==> src/core/sfsr_defs.vh <==
// Purpose: constants for the serial flash status register bank
// Assumes: included by bare name; definitions only
// Notes: times are in microseconds; cycle counts derive from the clock rate
`ifndef SFSR_DEFS_VH
`define SFSR_DEFS_VH

`define SFSR_CLK_MHZ        20
`define SFSR_SRW_US         5
`define SFSR_PROG_US        600
`define SFSR_ERASE_US       45000
`define SFSR_SRW_CYC        24'h000064
`define SFSR_PROG_CYC       24'h002ee0
`define SFSR_ERASE_CYC      24'h0dbba0

// command codes
`define SFSR_CMD_ARM        8'h06
`define SFSR_CMD_DISARM     8'h04
`define SFSR_CMD_RD1        8'h05
`define SFSR_CMD_RD2        8'h35
`define SFSR_CMD_RD3        8'h15
`define SFSR_CMD_WR1        8'h01
`define SFSR_CMD_WR2        8'h31
`define SFSR_CMD_WR3        8'h11
`define SFSR_CMD_PAGE       8'h02
`define SFSR_CMD_SECTOR     8'h20
`define SFSR_CMD_BLK32      8'h52
`define SFSR_CMD_BLK64      8'hd8
`define SFSR_CMD_CHIP_A     8'h60
`define SFSR_CMD_CHIP_B     8'hc7
`define SFSR_CMD_PAUSE      8'h75
`define SFSR_CMD_RESUME     8'h7a
`define SFSR_CMD_RST_EN     8'h66
`define SFSR_CMD_RST        8'h99

// field positions inside each status byte
`define SFSR_S1_BUSY        0
`define SFSR_S1_LATCH       1
`define SFSR_S1_GUARD_LO    2
`define SFSR_S1_GUARD_HI    6
`define SFSR_S1_MODE_LOW    7
`define SFSR_S2_MODE_HIGH   0
`define SFSR_S2_QUAD        1
`define SFSR_S2_PROG_PAUSE  2
`define SFSR_S2_LOCK_LO     3
`define SFSR_S2_LOCK_HI     5
`define SFSR_S2_INVERT      6
`define SFSR_S2_ERASE_PAUSE 7
`define SFSR_S3_WAIT        0
`define SFSR_S3_DRV_LO      5
`define SFSR_S3_DRV_HI      6

// reset values
`define SFSR_RST_GUARD      5'h00
`define SFSR_RST_MODE       2'h0
`define SFSR_RST_DRV        2'h1
`define SFSR_RST_LOCK       3'h0

// dummy cycle counts
`define SFSR_DUAL_DUMMY_0   4'h4
`define SFSR_DUAL_DUMMY_1   4'h8
`define SFSR_QUAD_DUMMY_0   4'h6
`define SFSR_QUAD_DUMMY_1   4'ha

`endif

==> src/core/sfsr_bank.v <==
// Purpose: three status/config bytes of a serial NOR flash behind its serial link
// Assumes: link mode 0, sampled by sys_clk (link clock at most sys_clk/8); rstn is the power cycle
// Notes: array operations are modelled only as busy timers
// What this block does
// - status bit 0 reads 1 while status write, program or erase runs.
// - bit 1 mirrors write latch; when clear, status write, program, erase refused.
// - five area-guard bits 6..2 written only by status write, with invert select region.
// - page program, sector and block erase into guarded region are rejected.
// - area-guard bits writable only outside hardware-protected mode.
// - chip erase only if guard 2..0 all 0 with invert 0, or all 1 with invert 1.
// - guard mode 00: status writable whenever latch set, pin ignored.
// - guard mode 01 with guard pin low and quad-enable 0: status registers locked.
// - guard mode 01 with guard pin high: writable once latch set.
// - guard mode 10: no status writes until power cycle, which restores mode 00.
// - guard mode 11: no status writes until power cycle, same as mode 10.
// - quad-enable bit 9 defaults 0; when 1 guard and pause pins become lanes.
// - lock bits 13..11 default 0, set individually, cleared only by power cycle.
// - invert bit 14 defaults 0 and inverts the guarded region.
// - suspend sets bit 15 for paused erase, bit 10 for paused program.
// - resume, software reset and power cycle clear both suspend flags.
// - wait bit 16 picks dummy cycles: dual 4/8, quad 6/10.
// - drive field bits 22..21: 00 100%, 01 75% default, 10 50%, 11 25%.
// - latch clears on power-up, reset, disarm, and end of write, program, erase.
// - guard pin low in hardware mode protects area-guard and guard-mode bits while quad-enable is 0.
// - pause pin works only with quad-enable 0; otherwise it is a data line.
`timescale 1ns/1ps
`include "sfsr_defs.vh"
module sfsr_bank #(
	parameter [23:0] SRW_CYC   = `SFSR_SRW_CYC,
	parameter [23:0] PROG_CYC  = `SFSR_PROG_CYC,
	parameter [23:0] ERASE_CYC = `SFSR_ERASE_CYC
) (
	input  wire       sys_clk,
	input  wire       rstn,
	input  wire       sck,
	input  wire       cs_n,
	input  wire       si,
	input  wire       guard_n,
	input  wire       pause_n,
	output reg        so_out,
	output reg        so_oe_n,
	output reg        write_busy_flag,
	output reg        four_lane_enable,
	output reg  [2:0] secure_lock,
	output reg  [1:0] drive_level,
	output reg  [3:0] dual_dummy_cycles,
	output reg  [3:0] quad_dummy_cycles
);
	localparam [1:0] OP_NONE  = 2'h0;
	localparam [1:0] OP_SRW   = 2'h1;
	localparam [1:0] OP_PROG  = 2'h2;
	localparam [1:0] OP_ERASE = 2'h3;

	wire [4:0] pins_s;
	wire       sck_s    = pins_s[0];
	wire       cs_n_s   = pins_s[1];
	wire       si_s     = pins_s[2];
	wire       guard_n_s = pins_s[3];
	wire       pause_n_s = pins_s[4];

	sfsr_sync #(.W(5), .RST_VAL(5'h1a)) u_sync (
		.sys_clk (sys_clk),
		.rstn    (rstn),
		.d_in    ({pause_n, guard_n, si, cs_n, sck}),
		.q_out   (pins_s)
	);

	reg        sck_d_reg;
	reg        cs_d_reg;
	reg  [7:0] rx_reg;
	reg  [2:0] bit_cnt_reg;
	reg  [2:0] byte_cnt_reg;
	reg  [7:0] cmd_reg;
	reg  [7:0] data_reg;
	reg [23:0] addr_reg;
	reg  [7:0] tx_reg;
	reg        rst_armed_reg;
	reg        latch_reg;
	reg  [4:0] guard_reg;
	reg  [1:0] mode_reg;
	reg        quad_reg;
	reg  [2:0] lock_reg;
	reg        invert_reg;
	reg        erase_pause_reg;
	reg        prog_pause_reg;
	reg        wait_reg;
	reg  [1:0] drv_reg;
	reg  [1:0] op_reg;
	reg [23:0] op_cnt_reg;

	// pause pin is a data lane once four lanes are on
	wire hold_act = ~quad_reg & ~pause_n_s;
	wire sck_rise = sck_s & ~sck_d_reg & ~cs_n_s & ~hold_act;
	wire sck_fall = ~sck_s & sck_d_reg & ~cs_n_s & ~hold_act;
	wire cs_rise  = cs_n_s & ~cs_d_reg;
	wire [7:0] rx_next = {rx_reg[6:0], si_s};
	wire byte_done = sck_rise & (bit_cnt_reg == 3'h7);
	wire paused = erase_pause_reg | prog_pause_reg;
	wire busy = (op_reg != OP_NONE) & ~paused;
	// guard pin loses its function in quad mode, so it reads as released
	wire guard_hi = guard_n_s | quad_reg;

	wire [7:0] sr1 = {mode_reg[0], guard_reg, latch_reg, busy};
	wire [7:0] sr2 = {erase_pause_reg, invert_reg, lock_reg, prog_pause_reg, quad_reg, mode_reg[1]};
	wire [7:0] sr3 = {1'b0, drv_reg, 4'h0, wait_reg};

	// mode 00 free, 01 follows the pin, 10 and 11 locked
	wire sr_unlocked = (mode_reg == 2'h0) | ((mode_reg == 2'h1) & guard_hi);
	wire can_modify  = latch_reg & ~busy & ~paused;
	wire chip_ok = ((guard_reg[2:0] == 3'h0) & ~invert_reg) | ((guard_reg[2:0] == 3'h7) & invert_reg);

	function in_guard;
		input [22:0] a;
		input  [4:0] bp;
		input        inv;
		reg          hit;
		reg    [7:0] nblk;
		reg   [11:0] nsec;
		reg    [1:0] sh;
		begin
			nblk = 8'h01 << bp[2:0];
			sh   = bp[1:0] - 2'h1;
			nsec = bp[2] ? 12'h008 : (12'h001 << sh);
			if (bp[2:0] == 3'h0)
				hit = 1'b0;
			else if (bp[2:0] == 3'h7)
				hit = 1'b1;
			else if (!bp[4])
				hit = bp[3] ? ({1'b0, a[22:16]} < nblk) : ({1'b0, a[22:16]} >= (8'h80 - nblk));
			else
				hit = bp[3] ? ({1'b0, a[22:12]} < nsec) : ({1'b0, a[22:12]} >= (12'h800 - nsec));
			in_guard = hit ^ inv;
		end
	endfunction

	wire addr_guarded = in_guard(addr_reg[22:0], guard_reg, invert_reg);
	wire aligned = (bit_cnt_reg == 3'h0);
	wire is_read = (cmd_reg == `SFSR_CMD_RD1) | (cmd_reg == `SFSR_CMD_RD2) | (cmd_reg == `SFSR_CMD_RD3);
	wire is_erase = (cmd_reg == `SFSR_CMD_SECTOR) | (cmd_reg == `SFSR_CMD_BLK32) | (cmd_reg == `SFSR_CMD_BLK64);
	wire is_chip = (cmd_reg == `SFSR_CMD_CHIP_A) | (cmd_reg == `SFSR_CMD_CHIP_B);
	wire exec = cs_rise & aligned & (byte_cnt_reg != 3'h0);
	wire op_done = busy & (op_cnt_reg == 24'h000001);

	// frame capture
	always @(posedge sys_clk or negedge rstn) begin
		if (!rstn) begin
			sck_d_reg    <= 1'b0;
			cs_d_reg     <= 1'b1;
			rx_reg       <= 8'h00;
			bit_cnt_reg  <= 3'h0;
			byte_cnt_reg <= 3'h0;
			cmd_reg      <= 8'h00;
			data_reg     <= 8'h00;
			addr_reg     <= 24'h000000;
			tx_reg       <= 8'h00;
			so_out       <= 1'b0;
			so_oe_n      <= 1'b1;
		end else begin
			sck_d_reg <= sck_s;
			cs_d_reg  <= cs_n_s;
			so_oe_n   <= ~(~cs_n_s & ~hold_act & is_read & (byte_cnt_reg != 3'h0));
			if (cs_n_s) begin
				bit_cnt_reg  <= 3'h0;
				byte_cnt_reg <= 3'h0;
			end else if (sck_rise) begin
				rx_reg      <= rx_next;
				bit_cnt_reg <= bit_cnt_reg + 3'h1;
				if (byte_done) begin
					if (byte_cnt_reg != 3'h7)
						byte_cnt_reg <= byte_cnt_reg + 3'h1;
					if (byte_cnt_reg == 3'h0)
						cmd_reg <= rx_next;
					if (byte_cnt_reg == 3'h1)
						data_reg <= rx_next;
					if ((byte_cnt_reg != 3'h0) && (byte_cnt_reg < 3'h4))
						addr_reg <= {addr_reg[15:0], rx_next};
					// status reads repeat the same byte while clocked
					if (byte_cnt_reg == 3'h0)
						tx_reg <= (rx_next == `SFSR_CMD_RD2) ? sr2 : ((rx_next == `SFSR_CMD_RD3) ? sr3 : sr1);
					else
						tx_reg <= (cmd_reg == `SFSR_CMD_RD2) ? sr2 : ((cmd_reg == `SFSR_CMD_RD3) ? sr3 : sr1);
				end
			end else if (sck_fall && is_read && (byte_cnt_reg != 3'h0)) begin
				so_out <= tx_reg[7];
				tx_reg <= {tx_reg[6:0], 1'b0};
			end
		end
	end

	// status bits and operation timer
	always @(posedge sys_clk or negedge rstn) begin
		if (!rstn) begin
			latch_reg       <= 1'b0;
			guard_reg       <= `SFSR_RST_GUARD;
			mode_reg        <= `SFSR_RST_MODE;
			quad_reg        <= 1'b0;
			lock_reg        <= `SFSR_RST_LOCK;
			invert_reg      <= 1'b0;
			erase_pause_reg <= 1'b0;
			prog_pause_reg  <= 1'b0;
			wait_reg        <= 1'b0;
			drv_reg         <= `SFSR_RST_DRV;
			op_reg          <= OP_NONE;
			op_cnt_reg      <= 24'h000000;
			rst_armed_reg   <= 1'b0;
		end else begin
			if (busy)
				op_cnt_reg <= op_cnt_reg - 24'h000001;
			if (op_done) begin
				op_reg    <= OP_NONE;
				latch_reg <= 1'b0;
			end
			if (exec) begin
				rst_armed_reg <= (cmd_reg == `SFSR_CMD_RST_EN) & (byte_cnt_reg == 3'h1);
				case (cmd_reg)
				`SFSR_CMD_ARM: begin
					if (!busy && byte_cnt_reg == 3'h1)
						latch_reg <= 1'b1;
				end
				`SFSR_CMD_DISARM: begin
					if (!busy && byte_cnt_reg == 3'h1)
						latch_reg <= 1'b0;
				end
				`SFSR_CMD_WR1, `SFSR_CMD_WR2, `SFSR_CMD_WR3: begin
					// busy, latch and suspend flags are never taken from the data byte
					if (can_modify && sr_unlocked && byte_cnt_reg == 3'h2) begin
						if (cmd_reg == `SFSR_CMD_WR1) begin
							guard_reg   <= data_reg[`SFSR_S1_GUARD_HI:`SFSR_S1_GUARD_LO];
							mode_reg[0] <= data_reg[`SFSR_S1_MODE_LOW];
						end else if (cmd_reg == `SFSR_CMD_WR2) begin
							mode_reg[1] <= data_reg[`SFSR_S2_MODE_HIGH];
							quad_reg    <= data_reg[`SFSR_S2_QUAD];
							lock_reg    <= lock_reg | data_reg[`SFSR_S2_LOCK_HI:`SFSR_S2_LOCK_LO];
							invert_reg  <= data_reg[`SFSR_S2_INVERT];
						end else begin
							wait_reg <= data_reg[`SFSR_S3_WAIT];
							drv_reg  <= data_reg[`SFSR_S3_DRV_HI:`SFSR_S3_DRV_LO];
						end
						op_reg     <= OP_SRW;
						op_cnt_reg <= SRW_CYC;
					end
				end
				`SFSR_CMD_PAGE: begin
					if (can_modify && !addr_guarded && byte_cnt_reg >= 3'h5) begin
						op_reg     <= OP_PROG;
						op_cnt_reg <= PROG_CYC;
					end
				end
				`SFSR_CMD_PAUSE: begin
					if (busy && op_reg == OP_ERASE)
						erase_pause_reg <= 1'b1;
					if (busy && op_reg == OP_PROG)
						prog_pause_reg <= 1'b1;
				end
				`SFSR_CMD_RESUME: begin
					erase_pause_reg <= 1'b0;
					prog_pause_reg  <= 1'b0;
				end
				`SFSR_CMD_RST: begin
					if (rst_armed_reg && byte_cnt_reg == 3'h1) begin
						latch_reg       <= 1'b0;
						erase_pause_reg <= 1'b0;
						prog_pause_reg  <= 1'b0;
						op_reg          <= OP_NONE;
					end
				end
				default: begin
					if (is_erase && can_modify && !addr_guarded && byte_cnt_reg == 3'h4) begin
						op_reg     <= OP_ERASE;
						op_cnt_reg <= ERASE_CYC;
					end
					if (is_chip && can_modify && chip_ok && byte_cnt_reg == 3'h1) begin
						op_reg     <= OP_ERASE;
						op_cnt_reg <= ERASE_CYC;
					end
				end
				endcase
			end
		end
	end

	// registered copies of busy and the configuration for the rest of the chip
	always @(posedge sys_clk or negedge rstn) begin
		if (!rstn) begin
			write_busy_flag   <= 1'b0;
			four_lane_enable  <= 1'b0;
			secure_lock       <= `SFSR_RST_LOCK;
			drive_level       <= `SFSR_RST_DRV;
			dual_dummy_cycles <= `SFSR_DUAL_DUMMY_0;
			quad_dummy_cycles <= `SFSR_QUAD_DUMMY_0;
		end else begin
			write_busy_flag   <= busy;
			four_lane_enable  <= quad_reg;
			secure_lock       <= lock_reg;
			drive_level       <= drv_reg;
			dual_dummy_cycles <= wait_reg ? `SFSR_DUAL_DUMMY_1 : `SFSR_DUAL_DUMMY_0;
			quad_dummy_cycles <= wait_reg ? `SFSR_QUAD_DUMMY_1 : `SFSR_QUAD_DUMMY_0;
		end
	end
endmodule

==> src/core/sfsr_sync.v <==
// Purpose: two flip-flop synchroniser for pins from outside the clock domain
// Assumes: one clock; asynchronous active-low reset
// Notes: first stage feeds only the second stage
`timescale 1ns/1ps
module sfsr_sync #(
	parameter       W     = 1,
	parameter [W-1:0] RST_VAL = {W{1'b0}}
) (
	input  wire         sys_clk,
	input  wire         rstn,
	input  wire [W-1:0] d_in,
	output reg  [W-1:0] q_out
);
	reg [W-1:0] meta_reg;

	always @(posedge sys_clk or negedge rstn) begin
		if (!rstn) begin
			meta_reg <= RST_VAL;
			q_out    <= RST_VAL;
		end else begin
			meta_reg <= d_in;
			q_out    <= meta_reg;
		end
	end
endmodule

==> config.mk <==
export PLATFORM = sky130hd
export DESIGN_NAME = sfsr_bank
export DESIGN_NICKNAME = d
export VERILOG_FILES = /design/src/core/sfsr_bank.v /design/src/core/sfsr_sync.v
export VERILOG_INCLUDE_DIRS = /design/src /design/src/core
export SDC_FILE = /design/constraint.sdc
export NUM_CORES = 1
export LEC_CHECK = 0
export BUFFER_PORTS_ARGS = -buffer_cell sky130_fd_sc_hd__buf_2
export CORE_MARGIN = 5
export CORE_UTILIZATION = 45
export DETAILED_ROUTE_END_ITERATION = 8
export PLACE_DENSITY = 0.61
export SLEW_MARGIN = 20
export SYNTH_ARGS = -nofsm -noshare
export SYNTH_HDL_FRONTEND = slang
export SYNTH_SLANG_ARGS = --single-unit
==> constraint.sdc <==
create_clock -name sys_clk -period 7.7 [get_ports sys_clk]
set_input_delay 0.385 -clock sys_clk [delete_from_list [all_inputs] [get_ports sys_clk]]
set_output_delay 0.385 -clock sys_clk [all_outputs]
set_load 0.01 [all_outputs]
==> run metrics, run 1 <==
final wirelength 16100 microns; Power Density 207 nW/um^2; Clock Latency Late Sink 0.42 ns; Final TNS setup 0 ns; endpoint class of the critical path register; syn avg cell area 10.5 sq um; Synthesis Warnings 0; clock net sink count 128; Top Ports 24; fin nets 710; Critical Path Source Type register; hold_ws 0.0530 ns; CP Max Fanout 17; Die Y 134 microns; area of the multi-input gates 3470 sq um; final period utilization 60.0%; # setup viols final 0; Via Count 5139; layout cells sized above 1 20.7%; Leakage 3.64 nW; Synth Area in Compound Gates 13.4%; Total GRT Usage 18.8%; clk root buf clkbuf_16; mux contribution to synthesized area 9.59%; Non-Filler Instances 868; Routed WL per cell 18.5 microns; DR DRC count 0; CTS tree done; CTS Buf Count 17; max FFs per register 24; fin. max-slew vios 0; global-route congestion overflow total 0; Resized cells post-CTS 0; fillcell total 1334; worst slew pin tran 1.02 ns; EDFF count, synth 0; DP Wirelength 11300 microns; core area 15100 sq um; Routed Antenna Nets 0; drt pass-1 iters 5; Cell Area, Synth 6910 sq um; status finished clean; FF+latch count, synth 128; largest net degree at the start of global routing 66; clock buffer depth 2; Mapped Cells 656; gp weighted congestion 0.891; post-synthesis simple-gate area fraction 17.5%; final hold vios 0; highest clock rate 217 MHz; main flop type after synthesis dfrtp_1; slew margin rel. 31.7%; sequential standard cell area 3220 sq um; die area 17900 sq um; largest family of logic cells by synthesized area simple AND/OR/NAND/NOR gates; RSZ-0062 raised after global routing false; Post-CTS Setup Bufs 0; Final min period 4.62 ns; Vias/cell 5.92; Adder-Cell Fraction of Synth Area 6.52%; first-pass GRT wire length 26800 microns; Peak VDD IR 0.197 mV; Starting Density 45.6%; port buffer count 19; clock-pin slew on the worst setup and hold paths 0.06 ns; # diodes 0; htree depth 4; width of the die 134 microns; Seq/Total Area, Yosys 46.6%; FP Rows 45; Crit path required time 8.06 ns; placed insts 836; WP data arrival 4.98 ns; Setup Crit Path Kind register to register; hold_buf cts 0; antenna violations before repair 0; Synth Area in XOR/XNOR 3.04%; async set-reset flop share out of synthesis 100%; initial detailed-routing violation count 400; HP Class input port to asynchronous set/reset pin; area grow syn2layout 12.2%; Synth cell types 69; Clock Skew 0.00943 ns; Max-cap violations 0; vias in the first global route 5199
[where the power goes]
part	internal, mW	total (mW)	switching, mW
registers	0.687	0.711	0.0240
clock network	0.552	0.856	0.304
logic	0.0138	0.0350	0.0212
total	1.25	1.60	0.349
[cell usage after synthesis (6+ instances only)]
cell type  number  area share [%]
or3_1           6            0.54
xnor2_1        17             2.2
nand4_1         9            0.82
inv_1          21             1.1
mux2_2         57             9.3
dfstp_2        11             4.2
dfrtp_1       117              42
a21oi_1        42             3.0
nor3_1         28             2.0
or4_1           6            0.65
nand3_1        16             1.2
ha_1           36             6.5
nor2_1         38             2.1
o31ai_1         7            0.76
o21ai_0        22             1.6
nor4_1          8            0.72
nand2b_1        8            0.72
clkbuf_1       19             1.0
and3_1          8            0.72
nor2b_1        13             1.2
xor2_1          7            0.89
a21o_1         13             1.4
nand2_1        43             2.3
buf_4           6            0.65
[layout make-up]
cell class	instances	share of cell area, %
Clock inverter	12	2.36
Multi-Input combinational cell	478	44.8
Sequential cell	128	41.5
Inverter	21	1.02
Timing Repair Buffer	21	1.45
Tap cell	188	3.04
Clock buffer	20	5.77
[cells by family (layout without fill, tap and decap cells)]
kind of cell,count (synthesis),in the layout
AO/OA/AOI/OAI,137,137
XOR/XNOR,24,24
adder cells (fa/ha/maj),36,36
buffers and inverters,52,74
flip-flops,128,128
multiplexers,59,59
other,2,4
AND/OR/NAND/NOR,218,218
[layer usage]
layer | up-vias | share of wire, % | global-route usage [%]
li1 | 2408 | - | -
met1 | 2580 | 46 | 24.7
met2 | 123 | 48 | 30.6
met3 | 28 | 4.4 | 4.24
met4 | 0 | 2.0 | 7.09
met5 | - | 0 | 0
[path summary, 6_finish.rpt]
path	from	to	slack [ns]	cells after the start
worst max-delay path	guard_reg[1]	op_cnt_reg[5]	3.08	13
worst min-delay path	rstn	addr_reg[21]	0.05	1
worst max register to register	guard_reg[1]	op_cnt_reg[5]	3.08	13
worst min register to register	u_sync.meta_reg[3]	u_sync.q_out[3]	0.36	0
max in group asynchronous	rstn	u_sync.q_out[0]	6.35	2
min in group sys_clk	cs_n	u_sync.meta_reg[1]	0.06	1
[placed cells by master (no fill, tap or decap), types with 9 or more instances in the layout]
cell,n
nor2b_1,13
inv_1,21
xnor2_1,17
nand4_1,9
a21oi_1,42
clkbuf_16,17
nand3_1,16
nand2_1,43
nor2_1,38
dfrtp_1,117
dfstp_2,11
ha_1,36
nor3_1,28
buf_2,18
a21o_1,13
mux2_2,57
o21ai_0,22
[critical path, cell delays in order, from the launching register on]
cell     delay, ns
dfrtp_1       0.63
nor2b_1       0.29
nand2_1       0.20
ha_1          0.30
and3_1        0.18
ha_1          0.27
a31oi_1       0.09
or3b_4        0.41
nor4_4        0.28
nor3_1        0.11
o41a_1        0.47
or4_4         0.56
a31oi_4       0.54
or3_2         0.22
[metrics by stage]
step / utilization (%) / area, sq um / setup WS (ns) / power (mW)
floorplan: - / 6910 / 3.51 / 0.731
global placement: 47.0 / 7120 / 3.27 / 0.757
detailed placement: 47.0 / 7120 / 3.11 / 0.760
CTS: 51.1 / 7750 / 3.12 / 1.62
global route: 51.1 / 7750 / 2.67 / 1.65
finish: 51.1 / 7750 / 3.08 / 1.60
(Power assumes the default switching activity.)
==> inputs of run 2 (changes only) <==
- ABC_AREA: unset -> 1
- clock period: 7.7 -> 4.3 ns (I/O delays scaled with it)
==> run 2 against run 1 <==
  * Clock-buffer cell count shrank 1
  * Synthesized cell count grew 28%
  * Sequential share of layout area shrank 1.0 points
  * Global-route usage shrank 0.39 points
  * First-iteration DRC count shrank 8.8%
  * Critical path type unchanged
  * Highest routed layer unchanged
==> run metrics, run 2 <==
RSZ-0062 raised after global routing false (unchanged); Starting Density 45.9% (was 45.6%); syn avg cell area 8.32 sq um (was 10.5 sq um); global-route congestion overflow total 0 (unchanged); async set-reset flop share out of synthesis 100% (unchanged); Final min period 3.36 ns (was 4.62 ns); endpoint class of the critical path register (unchanged); clock net sink count 128 (unchanged); Total Power 3.47 mW (was 1.60 mW); main flop type after synthesis dfrtp_1 (unchanged); FF+latch count, synth 128 (unchanged); gp weighted congestion 0.918 (was 0.891); Setup Crit Path Kind register to register (unchanged); CTS Buf Count 17 (unchanged); largest area contributor in the netlist dfrtp_1 (unchanged); Synthesis Warnings 0 (unchanged); most frequent cells in the layout 159 x nand2_1, 125 x inv_1, 117 x dfrtp_1 (was 117 x dfrtp_1, 57 x mux2_2, 43 x nand2_1); DP Wirelength 11500 microns (was 11300 microns); Power Density 437 nW/um^2 (was 207 nW/um^2); Most Frequent Cell on Critical Path nand2_1 (was ha_1); CP cell instances nand3_1, ha_1, nand3_1, o21ai_0, ha_1, nand2_1, o21bai_1, nand2_1, nand4_1, nand4_1, nand2_1, nand2_1, nand2_1, nand3_1, nand4_2, nand2_1, nand2_1, nand2_2, nor2_1 (was nor2b_1, nand2_1, ha_1, and3_1, ha_1, a31oi_1, or3b_4, nor4_4, nor3_1, o41a_1, or4_4, a31oi_4, or3_2); # diodes 0 (unchanged); htree depth 4 (unchanged); Final TNS setup 0 ns (unchanged); width of the die 134 microns (about the same); drt pass-1 iters 5 (unchanged); FP Rows 45 (unchanged); Critical Path Source Type register (unchanged); Clock Latency Late Sink 0.42 ns (about the same); Leakage 3.94 nW (was 3.64 nW); clk root buf clkbuf_16 (unchanged); initial detailed-routing violation count 365 (was 400); critical path's largest stage delay 0.54 ns (was 0.63 ns); CTS tree done (unchanged); Synth top cells by count 159 x nand2_1, 125 x inv_1, 117 x dfrtp_1, 85 x o21ai_0, 80 x nor2_1 (was 117 x dfrtp_1, 57 x mux2_2, 43 x nand2_1, 42 x a21oi_1, 38 x nor2_1); Crit path required time 4.60 ns (was 8.06 ns); Peak VDD IR 0.358 mV (was 0.197 mV); first-pass GRT wire length 26500 microns (was 26800 microns); EDFF count, synth 0 (unchanged); Vias/cell 5.13 (was 5.92); status finished clean (unchanged); largest net degree at the start of global routing 94 (was 66); Top Ports 24 (unchanged); DR DRC count 0 (unchanged); critical path's slowest cell dfrtp_1 (unchanged); area grow syn2layout 13.9% (was 12.2%); Mapped Cells 838 (was 656); final wirelength 15800 microns (was 16100 microns); clock-pin slew on the worst setup and hold paths 0.06 ns (about the same); worst slew pin tran 0.927 ns (was 1.02 ns); Die Y 134 microns (about the same); Routed Antenna Nets 0 (unchanged); dominant cells by area after synthesis dfrtp_1 42%, nand2_1 8.6%, inv_1 6.7% (was dfrtp_1 42%, mux2_2 9.3%, ha_1 6.5%); commonest non-fill, non-tap cell in the layout nand2_1 (was dfrtp_1); max FFs per register 24 (unchanged); final period utilization 78.1% (was 60.0%); clock buffer depth 2 (unchanged); fin. max-slew vios 0 (unchanged); slew margin rel. 38.0% (was 31.7%); layout cells sized above 1 12.0% (was 20.7%); WP data arrival 3.66 ns (was 4.98 ns); Routed WL per cell 14.7 microns (was 18.5 microns); antenna violations before repair 0 (unchanged); count leader, synth nand2_1 (was dfrtp_1); HP Class register to register (was input port to asynchronous set/reset pin); Seq/Total Area, Yosys 46.1% (was 46.6%); worst setup margin 0.942 ns (was 3.08 ns); highest clock rate 298 MHz (was 217 MHz); final hold vios 0 (unchanged); Cell Area, Synth 6970 sq um (was 6910 sq um); Place WS 0.985 ns (was 3.11 ns); Total GRT Usage 18.4% (was 18.8%); Clock Skew 0.00950 ns (was 0.00943 ns); # setup viols final 0 (unchanged); port buffer count 19 (unchanged); Resized cells post-CTS 0 (unchanged); fin nets 915 (was 710); die area 18100 sq um (was 17900 sq um); core area 15200 sq um (was 15100 sq um); Synth cell types 45 (was 69); Max-cap violations 0 (unchanged); vias in the first global route 5238 (was 5199); Via Count 5501 (was 5139); Yosys top cell area share 42.0% (was 42.4%); CP Max Fanout 11 (was 17)
run 2: changes by cell type in the layout (fill, tap and decap cells not counted), moves of 27 or more:
| cell | before | now |
|---|---|---|
| inv_1 | 21 | 125 |
| mux2_2 | 57 | 11 |
| nand2_1 | 43 | 159 |
| nand3_1 | 16 | 43 |
| nor2_1 | 38 | 80 |
| o21ai_0 | 22 | 85 |
run 2: worst max-delay path, delay by kind of cell, from the launching register on:
kind            cells  cell delay (ns)
flops               1             0.54
simple gates       15             1.78
fa+ha+maj           2             0.66
compound gates      2             0.25
run 2: timing repair:
item                                   in CTS  in global routing
setup buffers                               0                  0
endpoints found under the hold margin      88                  0
setup endpoints to repair                   0                  0
hold buffers                                6                  0
run 2: final timing paths:
| check | from | end | slack, ns | cells after the start |
|---|---|---|---|---|
| setup / recovery | guard_reg[1] | op_cnt_reg[3] | 0.94 | 19 |
| hold / removal | u_sync.meta_reg[0] | u_sync.q_out[0] | 0.35 | 0 |
| setup reg to reg | guard_reg[1] | op_cnt_reg[3] | 0.94 | 19 |
| hold reg to reg | u_sync.meta_reg[0] | u_sync.q_out[0] | 0.35 | 0 |
| max in group asynchronous | rstn | quad_dummy_cycles[2] | 2.85 | 3 |
| min in group asynchronous | rstn | addr_reg[2] | 0.46 | 2 |
run 2: kinds of logic (layout without fill, tap and decap cells):
logic type | after synthesis | in the layout | synth area share [%]
flops | 128 | 128 | 46.1
fa+ha+maj | 36 | 36 | 6.46
other cells | 2 | 4 | 0.108
compound gates | 145 | 145 | 11.6
buf+inv | 146 | 191 | 8.29
xor+xnor | 24 | 24 | 3.01
simple gates | 346 | 346 | 22.6
mux | 11 | 11 | 1.78
run 2: layout make-up:
type	instances	area, sq um
clock buffers	19	443
clock inverters	13	175
fillers	1472	7260
inverters	129	485
multi-input cells	566	3190
flip-flops and latches	128	3220
well taps	188	235
repair buffers	30	199
run 2: where the power goes:
| group | internal, mW | leakage, nW | total, mW | switching, mW |
|---|---|---|---|---|
| Combinational | 0.198 | 1.95 | 0.523 | 0.325 |
| Sequential | 1.32 | 1.69 | 1.43 | 0.109 |
| Clock | 0.939 | 0.296 | 1.51 | 0.576 |
run 2: per-layer routing:
| layer | wire, microns | global-route usage, % | part of all wire (%) |
|---|---|---|---|
| met3 | 625 | 4.10 | 4.0 |
| met4 | 205 | 5.15 | 1.3 |
| met2 | 6980 | 28.0 | 44 |
| met1 | 7950 | 26.7 | 50 |
| met5 | 0 | 0 | 0 |
run 2: stage by stage:
| step | cell area, sq um | util (%) | std cells | hold WS (ns) |
|---|---|---|---|---|
| 6_report | 7940 | 52.2 | 1073 | 0.348 |
| 5_1_grt | 7940 | 52.2 | 1073 | 0.356 |
| 4_1_cts | 7940 | 52.2 | 1073 | 0.349 |
| 3_5_place_dp | 7260 | 47.8 | 1035 | 0.321 |
| 3_3_place_gp | 7260 | 47.8 | 1035 | 0.320 |
| 2_1_floorplan | 6980 | - | 840 | -0.0806 |
